**src/common/mult_pkg.sv**
```systemverilog
// constants and carrier types for the shift-add multiplier
package mult_pkg;

  // register byte addresses
  localparam logic [15:0] ADDR_PRODUCT_LO = 16'hffd0;
  localparam logic [15:0] ADDR_PRODUCT_HI = 16'hffd1;
  localparam logic [15:0] ADDR_CONTROL    = 16'hffd2;
  localparam logic [15:0] ADDR_OPERAND_A  = 16'hffd4;
  localparam logic [15:0] ADDR_OPERAND_B  = 16'hffd5;

  // field positions and reset values
  localparam int unsigned RUN_BIT_POS   = 0;
  localparam logic [7:0]  CONTROL_RESET = 8'h00;
  localparam logic [15:0] RDATA_RESET   = 16'h0000;

  // step counter limits
  localparam logic [2:0]  STEP_FIRST = 3'h0;
  localparam logic [2:0]  STEP_LAST  = 3'h7;

  // clock rate and operation length
  localparam int unsigned CLK_PERIOD_NS  = 50;
  localparam int unsigned OP_CLOCKS      = 16;
  localparam logic [4:0]  OP_CLOCKS_5B   = 5'h10;

  // one access from the cpu memory port
  typedef struct packed {
    logic        wr;      // byte or word write
    logic        bit_wr;  // single-bit write
    logic        wide;    // 16-bit access at even address
    logic [15:0] addr;
    logic [15:0] wdata;
    logic [2:0]  bit_sel;
    logic        bit_val;
  } bus_req_type;

  // internal engine state
  typedef struct packed {
    logic [2:0] cnt;
    logic       phase;
    logic       done;
  } step_state_type;

endpackage

```
**src/verilog/mult_core.sv**
```systemverilog
`timescale 1ns/100ps
// sequential 8x8 unsigned shift-add multiplier with its registers
//
// Summary of operation
// RULE1 - multiply two 8-bit operands to 16 bits
// RULE2 - operands come from operand a and b
// RULE3 - product valid 16 clocks after start
// RULE4 - product register has no reset value
// RULE5 - operand registers have no reset value
// RULE6 - product accepts word or byte access
// RULE7 - control at ffd2, 8 bits, resets 00
// RULE8 - software writes zero to control bits 1-7
// RULE9 - setting run bit starts the counter
// RULE10 - each step adds selector, counter plus one
// RULE11 - clearing run at count 7 stops, holds product
// RULE12 - run low keeps counter and slave cleared
// RULE13 - run bit reads back as busy status
// RULE14 - selector gives a shifted when b bit set
module mult_core
  import mult_pkg::*;
(
  input  wire logic        i_clk_sys,
  input  wire logic        i_rst_n,
  input  wire logic        i_ce,
  input  wire bus_req_type i_bus,
  output logic      [15:0] o_rdata,
  output logic             o_run
);

  // register state
  logic [7:0]     operand_a_q;
  logic [7:0]     operand_b_q;
  logic [15:0]    product_q;
  logic           run_bit_q;
  logic [15:0]    slave_q;
  step_state_type step_q;
  logic [15:0]    rdata_q;

  // address decode
  wire logic hit_lo   = (i_bus.addr == ADDR_PRODUCT_LO);
  wire logic hit_hi   = (i_bus.addr == ADDR_PRODUCT_HI);
  wire logic hit_ctl  = (i_bus.addr == ADDR_CONTROL);
  wire logic hit_a    = (i_bus.addr == ADDR_OPERAND_A);
  wire logic hit_b    = (i_bus.addr == ADDR_OPERAND_B);
  wire logic any_wr   = i_bus.wr & i_ce;

  // a word access at the low address covers both product bytes
  wire logic wr_lo    = any_wr & hit_lo;                            // RULE6
  wire logic wr_hi    = any_wr & ((hit_lo & i_bus.wide) | hit_hi);  // RULE6
  wire logic wr_a     = any_wr & hit_a;                             // RULE2
  wire logic wr_b     = any_wr & hit_b;                             // RULE2
  wire logic wr_ctl   = any_wr & hit_ctl;                           // RULE7
  wire logic bwr_ctl  = i_bus.bit_wr & i_ce & hit_ctl &
                        (i_bus.bit_sel == 3'(RUN_BIT_POS));         // RULE7
  wire logic [7:0] hi_wdata = (hit_lo & i_bus.wide) ?
                              i_bus.wdata[15:8] : i_bus.wdata[7:0];

  // only the run bit is stored; bits 1-7 are expected to be written 0
  wire logic run_bit_d = wr_ctl  ? i_bus.wdata[RUN_BIT_POS] :     // RULE8
                         bwr_ctl ? i_bus.bit_val : run_bit_q;

  // engine stepping
  wire logic        stepping  = run_bit_q & ~step_q.done;           // RULE9
  wire logic        add_now   = stepping & step_q.phase;            // RULE10
  wire logic        last_step = step_q.cnt == STEP_LAST;            // RULE11
  logic      [15:0] partial;
  wire logic [15:0] sum       = product_q + slave_q;                // RULE1

  mult_selector u_selector (
    .i_operand_a (operand_a_q),
    .i_operand_b (operand_b_q),
    .i_step      (step_q.cnt),
    .o_partial   (partial)
  );

  // next engine state; run low forces counter, phase and slave clear
  step_state_type step_d;
  // clearing follows the next run value so status 0 already shows count 0
  wire logic [15:0] slave_d = !run_bit_d ? 16'h0000 :               // RULE12
                              (stepping & ~step_q.phase) ? partial :
                              slave_q;
  always_comb begin
    step_d = step_q;
    if (!run_bit_d) begin
      step_d.cnt   = STEP_FIRST;                                    // RULE12
      step_d.phase = 1'b0;
      step_d.done  = 1'b0;
    end else if (stepping) begin
      step_d.phase = ~step_q.phase;
      if (step_q.phase) begin
        // counter stops at 7 and done ends stepping, so the product cannot keep growing
        step_d.cnt  = last_step ? STEP_LAST : step_q.cnt + 3'h1;    // RULE10
        step_d.done = last_step;                                    // RULE3
      end
    end
  end

  // product: engine has priority over a software write while running
  wire logic [15:0] product_d = add_now ? sum :                     // RULE10
                                {wr_hi ? hi_wdata : product_q[15:8],
                                 wr_lo ? i_bus.wdata[7:0] :
                                         product_q[7:0]};           // RULE6

  // read mux, registered so data reaches the bus from a flip-flop
  wire logic [15:0] rd_mux =
    hit_lo  ? (i_bus.wide ? product_q : {8'h00, product_q[7:0]}) :
    hit_hi  ? {8'h00, product_q[15:8]} :
    hit_ctl ? {15'h0000, run_bit_q} :                               // RULE13
    hit_a   ? {8'h00, operand_a_q} :
    hit_b   ? {8'h00, operand_b_q} : RDATA_RESET;

  // control and engine state, cleared by reset
  always_ff @(posedge i_clk_sys or negedge i_rst_n) begin
    if (!i_rst_n) begin
      run_bit_q <= CONTROL_RESET[RUN_BIT_POS];                      // RULE7
      step_q    <= '0;
      slave_q   <= 16'h0000;
      rdata_q   <= RDATA_RESET;
    end else if (i_ce) begin
      run_bit_q <= run_bit_d;
      step_q    <= step_d;
      slave_q   <= slave_d;
      rdata_q   <= rd_mux;
    end
  end

  // data registers carry no reset: their contents start undefined
  always_ff @(posedge i_clk_sys) begin
    if (i_ce) begin
      product_q <= product_d;                                       // RULE4
      if (wr_a) begin
        operand_a_q <= i_bus.wdata[7:0];                            // RULE5
      end
      if (wr_b) begin
        operand_b_q <= i_bus.wdata[7:0];                            // RULE5
      end
    end
  end

  assign o_rdata = rdata_q;
  assign o_run   = run_bit_q;                                       // RULE13

  // helper: enabled stepping cycles since the run bit was set, held once done
  logic [4:0] op_clk_q;
  always_ff @(posedge i_clk_sys or negedge i_rst_n) begin
    if (!i_rst_n) begin
      op_clk_q <= 5'h00;
    end else if (i_ce) begin
      op_clk_q <= !run_bit_q ? 5'h00 :
                  stepping ? op_clk_q + 5'h01 : op_clk_q;
    end
  end

  // helper: expected product of the operands
  wire logic [15:0] ref_product = 16'(operand_a_q) * 16'(operand_b_q);
endmodule

```
**src/verilog/mult_selector.sv**
```systemverilog
`timescale 1ns/100ps
// partial product selector: operand a shifted by step, gated by b bit
module mult_selector
  import mult_pkg::*;
(
  input  wire logic [7:0]  i_operand_a,
  input  wire logic [7:0]  i_operand_b,
  input  wire logic [2:0]  i_step,
  output logic      [15:0] o_partial
);

  // zero-extend first so the shift keeps every bit of the product
  wire logic [15:0] a_wide    = {8'h00, i_operand_a};
  wire logic        b_sel_bit = i_operand_b[i_step];

  assign o_partial = b_sel_bit ? (a_wide << i_step) : 16'h0000; // RULE14

endmodule
```
**config.mk**
```make
export PLATFORM = sky130hd
export DESIGN_NAME = mult_core
export DESIGN_NICKNAME = d
export VERILOG_FILES = /design/src/common/mult_pkg.sv /design/src/verilog/mult_core.sv /design/src/verilog/mult_selector.sv
export SDC_FILE = /design/constraint.sdc
export NUM_CORES = 1
export LEC_CHECK = 0
export BUFFER_PORTS_ARGS = -buffer_cell sky130_fd_sc_hd__buf_4
export CORE_MARGIN = 2
export CORE_UTILIZATION = 40
export CTS_BUF_LIST = sky130_fd_sc_hd__clkbuf_8
export CTS_CLUSTER_SIZE = 30
export DETAILED_ROUTE_END_ITERATION = 16
export PLACE_DENSITY = 0.64
export SLEW_MARGIN = 30
export SYNTH_ARGS = -nofsm -noshare
export SYNTH_HDL_FRONTEND = slang
export SYNTH_SLANG_ARGS = --single-unit
```
**constraint.sdc**
```tcl
create_clock -name i_clk_sys -period 4.6 [get_ports i_clk_sys]
set_clock_uncertainty 0.2 [all_clocks]
set_input_delay 0.23 -clock i_clk_sys [delete_from_list [all_inputs] [get_ports i_clk_sys]]
set_output_delay 0.23 -clock i_clk_sys [all_outputs]
set_load 0.05 [all_outputs]
```
==> flow_summary.yaml, run 1 <==
run_status:
  outcome: "finished, final reports clean"
min_path:
  hold_path_class: "input pin to flop"
  holdPathEnd: "o_rdata[0]$_DFFE_PN0P_"
  hold_start: "i_bus[21]"
  hold_depth: 4
finish:
  ff_latch_area_mm2: 0.00189
  area_growth_syn_to_layout_pct: 21.2
  fillCellCount: 911
  nets: 508
  fin_area_mm2: 0.00494
  drive_above_1_share_pct: 24.0
  antenna_cells: 0
  final_cell_mix: "59 x buf_4, 49 x nand2_1, 37 x dfrtp_1"
  multi_input_area_mm2: 0.00206
  final_common_cell: "buf_4"
timing:
  worst_pin_slew_ns: 0.892
  setup_viol: 0
  rsz0062_at_grt: "false"
  fmax_mhz: 346
  post-route-min-period_ns: 2.89
  finalHoldViolations: 0
  slew_violations: 0
  setup_tns_ns: 0
  period_share_pct: 62.8
  fin_ws_ns: 1.71
  maxSlewHeadroom_pct: 40.4
synthesis:
  synth.area.top_cells: "edfxtp_1 24%, dfrtp_1 23%, mux4_2 5.0%"
  synth_area_mm2: 0.00408
  synth_top_cell_area_share_pct: 23.6
  synthFlopType: "dfrtp_1"
  synth_edf_count: 32
  synth_seq_cells: 69
  synthArstFlopShare_pct: 53.6
  syn-instance-count: 390
  syn_area_per_cell_um2: 10.5
  synthDominantAreaCellType: "edfxtp_1"
  ys_seq_area_share_pct: 46.2
  synth_nets: 449
  yosysWarnings: 0
  yosysUniqueCellTypes: 60
worst_setup_path:
  cp_max_fo: 3
  rrSetupSlack_ns: 1.71
  ff2ff_path_depth: 8
  r2r_start: "product_q[0]$_DFFE_PP_"
  worstSetupPathType: "flop to flop"
  end_kind: "flop"
  startpoint_type: "flop"
  required_ns: 4.57
  worstSetupStartpoint: "product_q[0]$_DFFE_PP_"
  worst_r2r_endpoint: "product_q[14]$_DFFE_PP_"
  cp.arrival_ns: 2.86
die:
  core_mm2: 0.00982
  die_area_mm2: 0.0110
  dieHeight_um: 105
  start_util_pct: 41.6
  placementRows: 36
  die_w_um: 105
  pin_count: 59
placement:
  placed_cell_area_mm2: 0.00461
  port-buffer-count: 58
  globalplace.congestion: 0.893
  pre_cts_ws_ns: 1.71
  dp_hpwl_um: 8280
drt:
  drtAntennaViolNets: 0
  viasPerCell: 5.61
  num_vias: 3292
  wl_um: 10700
  drt-pass1-iter-count: 5
  wl_per_cell_um: 18.2
  drt_iter0_drc: 280
  drc: 0
cts:
  cts_hold_buffers: 9
  cts_buffers: 9
  insertion_delay_ns: 0.35
  cts_buffer_depth: 2
  post_cts_buffers: 0
  cts-root-buf: "clkbuf_8"
  htreeDepth: 3
  cts.sinks: 69
  cts_resized: 0
  path_clk_slew_ns: 0.08
  cts_tree: "built"
global_routing:
  grt_max_degree: 38
  track_usage_pct: 20.2
  grt_pass1_wl_um: 16900
  antenna_found_initial: 0
  grt_overflow: 0
  grt_pass1_vias: 3081
pwr:
  power_density_mw_per_mm2: 268
  ir_drop_mv: 0.225
  cellLeakagePower_nw: 2.04
  p_total_mw: 1.32
job:
  drv_cap: 0
[worst max-delay path, stage by stage (launching register included)]
cell,delay (ns)
edfxtp_1,0.43
ha_1,0.26
fa_1,0.43
a211oi_1,0.30
o21bai_1,0.19
o2111ai_1,0.33
a21oi_1,0.15
o21a_1,0.19
o31ai_1,0.23
[sequential cells by signal, summed over array words and instances (netlist names)]
| name | cells |
|---|---|
| operand_b_q | 8 |
| operand_a_q | 8 |
| step_q | 5 |
| o_run | 1 |
| o_rdata | 16 |
| slave_q | 15 |
| product_q | 16 |
[final cells by class]
type,instances,area share [%]
tap,133,3.37
clock buffer,9,2.51
inverter,16,1.24
sequential,69,38.2
multi-input combinational,285,41.6
clock inverter,7,2.30
timing repair buffer,68,10.8
[metrics by stage]
stage | utilization, % | hold slack [ns] | instances
detailed placement | 46.9 | 0.0282 | 562
global route | 50.3 | 0.0582 | 587
CTS | 50.3 | 0.0312 | 587
global placement | 46.8 | 0.0217 | 562
finish | 50.3 | 0.0384 | 587
floorplan | - | -0.266 | 390
[worst max-delay path by stage]
stage                              endpoint  slack (ns)  depth (start not counted)
floorplan           product_q[10]$_DFFE_PP_        2.01                          6
global placement    product_q[13]$_DFFE_PP_        1.59                          6
detailed placement   slave_q[0]$_DFFE_PN0P_        1.71                          7
CTS                 product_q[14]$_DFFE_PP_        1.75                          8
global route        product_q[14]$_DFFE_PP_        1.58                          8
finish              product_q[14]$_DFFE_PP_        1.71                          8
[synthesized netlist by cell type, types with 2 or more instances]
cell type and number:
a211oi_1 2, a21o_1 4, a21oi_1 22, a22o_1 8, a31oi_1 5, and2_1 3, and3_1 5, buf_2 5
buf_4 2, clkbuf_1 12, dfrtp_1 37, edfxtp_1 32, ha_1 16, inv_1 14, mux2_2 11, mux2i_1 6
mux4_2 9, nand2_1 49, nand3_1 15, nand4_1 2, nor2_1 23, nor2b_1 3, nor3_1 6, nor3b_1 3
o2111ai_1 2, o211ai_1 4, o21a_1 4, o21ai_0 28, o31a_1 2, o31ai_1 12, o41ai_1 3, o41ai_2 2
or2_4 2, xnor2_1 8, xor2_1 4
[metal layers]
layer / part of all wire, % / global-route usage [%] / vias up
met5: 0 / 0 / -
li1: - / - / 1577
met4: 2.6 / 7.90 / 0
met2: 45 / 31.0 / 146
met3: 6.6 / 3.56 / 18
met1: 46 / 28.4 / 1551
[power by group]
group	leakage, nW	switching, mW	internal (mW)
logic	1.12	0.0416	0.0430
registers	0.805	0.0000170	0.645
clock network	0.115	0.238	0.357
total	2.04	0.280	1.05
[logic make-up after synthesis]
| family | count (synthesis) | synth area share, % |
|---|---|---|
| adder cells (fa/ha/maj) | 17 | 5.40 |
| XOR/XNOR | 12 | 2.58 |
| flip-flops | 69 | 46.2 |
| buffers and inverters | 36 | 3.86 |
| multiplexers | 26 | 9.48 |
| AND/OR/NAND/NOR | 122 | 14.7 |
| AO/OA/AOI/OAI | 108 | 17.8 |
Note: power is estimated with default switching activity, not from simulation.
==> inputs of run 2 (changes only) <==
==> constraint.sdc (replaced) <==
create_clock -name i_clk_sys -period 2.91 [get_ports i_clk_sys]
set_clock_uncertainty 0.2 [all_clocks]
set_input_delay 0.1455 -clock i_clk_sys [delete_from_list [all_inputs] [get_ports i_clk_sys]]
set_output_delay 0.1455 -clock i_clk_sys [all_outputs]
set_load 0.05 [all_outputs]
==> run 2 against run 1 <==
Clock power is 34% higher. Fmax is 4.9% higher. Hold slack worse by 0.032 ns. Final cell count is 2.6% higher. First-iteration DRC count is 19% lower. Total power is 47% higher. Setup slack worse by 1.6 ns. Via count is 1.5% higher. Combinational power is 63% higher. Critical endpoint unchanged. Largest cell class unchanged.
==> flow_summary.yaml, run 2 (synthesis results as in run 1) <==
cts:
  cts_resized: 0
  path_clk_slew_ns: 0.08
  cts_tree: "built"
  cts-root-buf: "clkbuf_8"
  cts_buffers: 9
  insertion_delay_ns: 0.35
  cts_buffer_depth: 2
  cts.sinks: 69
  htreeDepth: 3
global_routing:
  grt_max_degree: 38
  antenna_found_initial: 0
  grt_pass1_wl_um: 17300
  grt_pass1_vias: 3248
  grt_util_met2_pct: 33.0
  grt_overflow: 0
  grtUsageMet3_pct: 4.30
  track_usage_pct: 20.5
  top_usage_layer: "met2"
  use_met1_pct: 26.8
finish:
  final_cell_mix: "66 x buf_4, 49 x nand2_1, 37 x dfrtp_1"
  antenna_cells: 0
  fin_area_mm2: 0.00501
  nets: 523
  area_growth_syn_to_layout_pct: 22.9
  fillCellCount: 928
  fin_util_pct: 51.1
  final_common_cell: "buf_4"
  drive_above_1_share_pct: 24.5
timing:
  slew_violations: 0
  setup_viol: 0
  finalHoldViolations: 0
  period_share_pct: 94.7
  fmax_mhz: 363
  rsz0062_at_grt: "false"
  fin_ws_ns: 0.154
  post-route-min-period_ns: 2.76
  maxSlewHeadroom_pct: 51.3
  worst_pin_slew_ns: 0.731
  setup_tns_ns: 0
drt:
  drtAntennaViolNets: 0
  num_vias: 3343
  drt_iter0_drc: 228
  viasPerCell: 5.55
  wl_per_cell_um: 18.3
  drt-pass1-iter-count: 4
  drc: 0
  wl_um: 11000
die:
  core_mm2: 0.00982
  die_w_um: 105
  dieHeight_um: 105
  pin_count: 59
  start_util_pct: 41.6
  placementRows: 36
  die_area_mm2: 0.0110
job:
  drv_cap: 0
worst_setup_path:
  cp_max_fo: 3
  end_kind: "flop"
  required_ns: 2.89
  worstSetupPathType: "flop to flop"
  cp.arrival_ns: 2.73
  startpoint_type: "flop"
placement:
  pre_cts_ws_ns: 0.196
  dp_hpwl_um: 8240
  placed_cell_area_mm2: 0.00465
  globalplace.congestion: 0.904
  port-buffer-count: 58
pwr:
  p_total_mw: 1.95
  power_density_mw_per_mm2: 389
  ir_drop_mv: 0.224
  cellLeakagePower_nw: 2.09
run_status:
  outcome: "finished, final reports clean"
min_path:
  hold_path_class: "input pin to flop"
==> run 2: cell count changes in the layout (fill, tap and decap cells not counted), moves of 2 or more <==
| cell | previous run | this run |
|---|---|---|
| dlygate4sd3_1 | 9 | 17 |
| buf_4 | 59 | 66 |
| bufinv_16 | 3 | 1 |
| clkinv_1 | 3 | 1 |
| o31ai_1 | 10 | 12 |
| o31ai_2 | 2 | 0 |
==> run 2: metal layers <==
metal  share of wire [%]  up-vias
li1                    -     1610
met1                  45     1598
met2                  46      114
met3                 5.9       21
met4                 3.1        0
met5                   0        -
==> run 2: cell type report <==
type,count,area [um2],area share [%]
multi-input combinational,285,2040,40.6
sequential,69,1890,37.6
timing repair buffer,83,666,13.3
tap,133,166,3.32
clock buffer,9,124,2.47
clock inverter,7,73.8,1.47
inverter,16,61.3,1.22
==> run 2: what timing repair did <==
item | CTS | global route
buffers inserted | 0 | 0
endpoints found under the hold margin | 74 | 0
hold buffers | 17 | 0
==> run 2: worst paths after layout <==
path / start / end / slack (ns) / depth (start not counted)
setup / recovery: product_q[0]$_DFFE_PP_ / product_q[14]$_DFFE_PP_ / 0.15 / 8
hold / removal: i_bus[15] / product_q[11]$_DFFE_PP_ / 0.006 / 4
setup reg to reg: product_q[0]$_DFFE_PP_ / product_q[14]$_DFFE_PP_ / 0.15 / 8
hold reg to reg: slave_q[0]$_DFFE_PN0P_ / slave_q[0]$_DFFE_PN0P_ / 0.30 / 2
max in group asynchronous: i_rst_n / slave_q[4]$_DFFE_PN0P_ / 2.09 / 2
min in group asynchronous: i_rst_n / o_rdata[5]$_DFFE_PN0P_ / 0.09 / 2
==> run 2: report_power, final <==
part           switching, mW  internal [mW]
logic                 0.0655         0.0728
registers          0.0000251           1.02
clock network          0.396          0.399
total                  0.462           1.49
==> run 2: critical path, stage by stage, from the launching register on <==
cell	delay (ns)
edfxtp_1	0.42
ha_1	0.27
fa_1	0.43
a211oi_1	0.27
o21bai_1	0.15
o2111ai_1	0.29
a21oi_1	0.13
o21a_1	0.18
o31ai_1	0.23
==> run 2: through the flow <==
| step | std cells | hold WS [ns] |
|---|---|---|
| 2_1_floorplan | 390 | -0.350 |
| 3_3_place_gp | 569 | -0.0604 |
| 3_5_place_dp | 569 | -0.0524 |
| 4_1_cts | 602 | 0.00192 |
| 5_1_grt | 602 | 0.0343 |
| 6_report | 602 | 0.00606 |
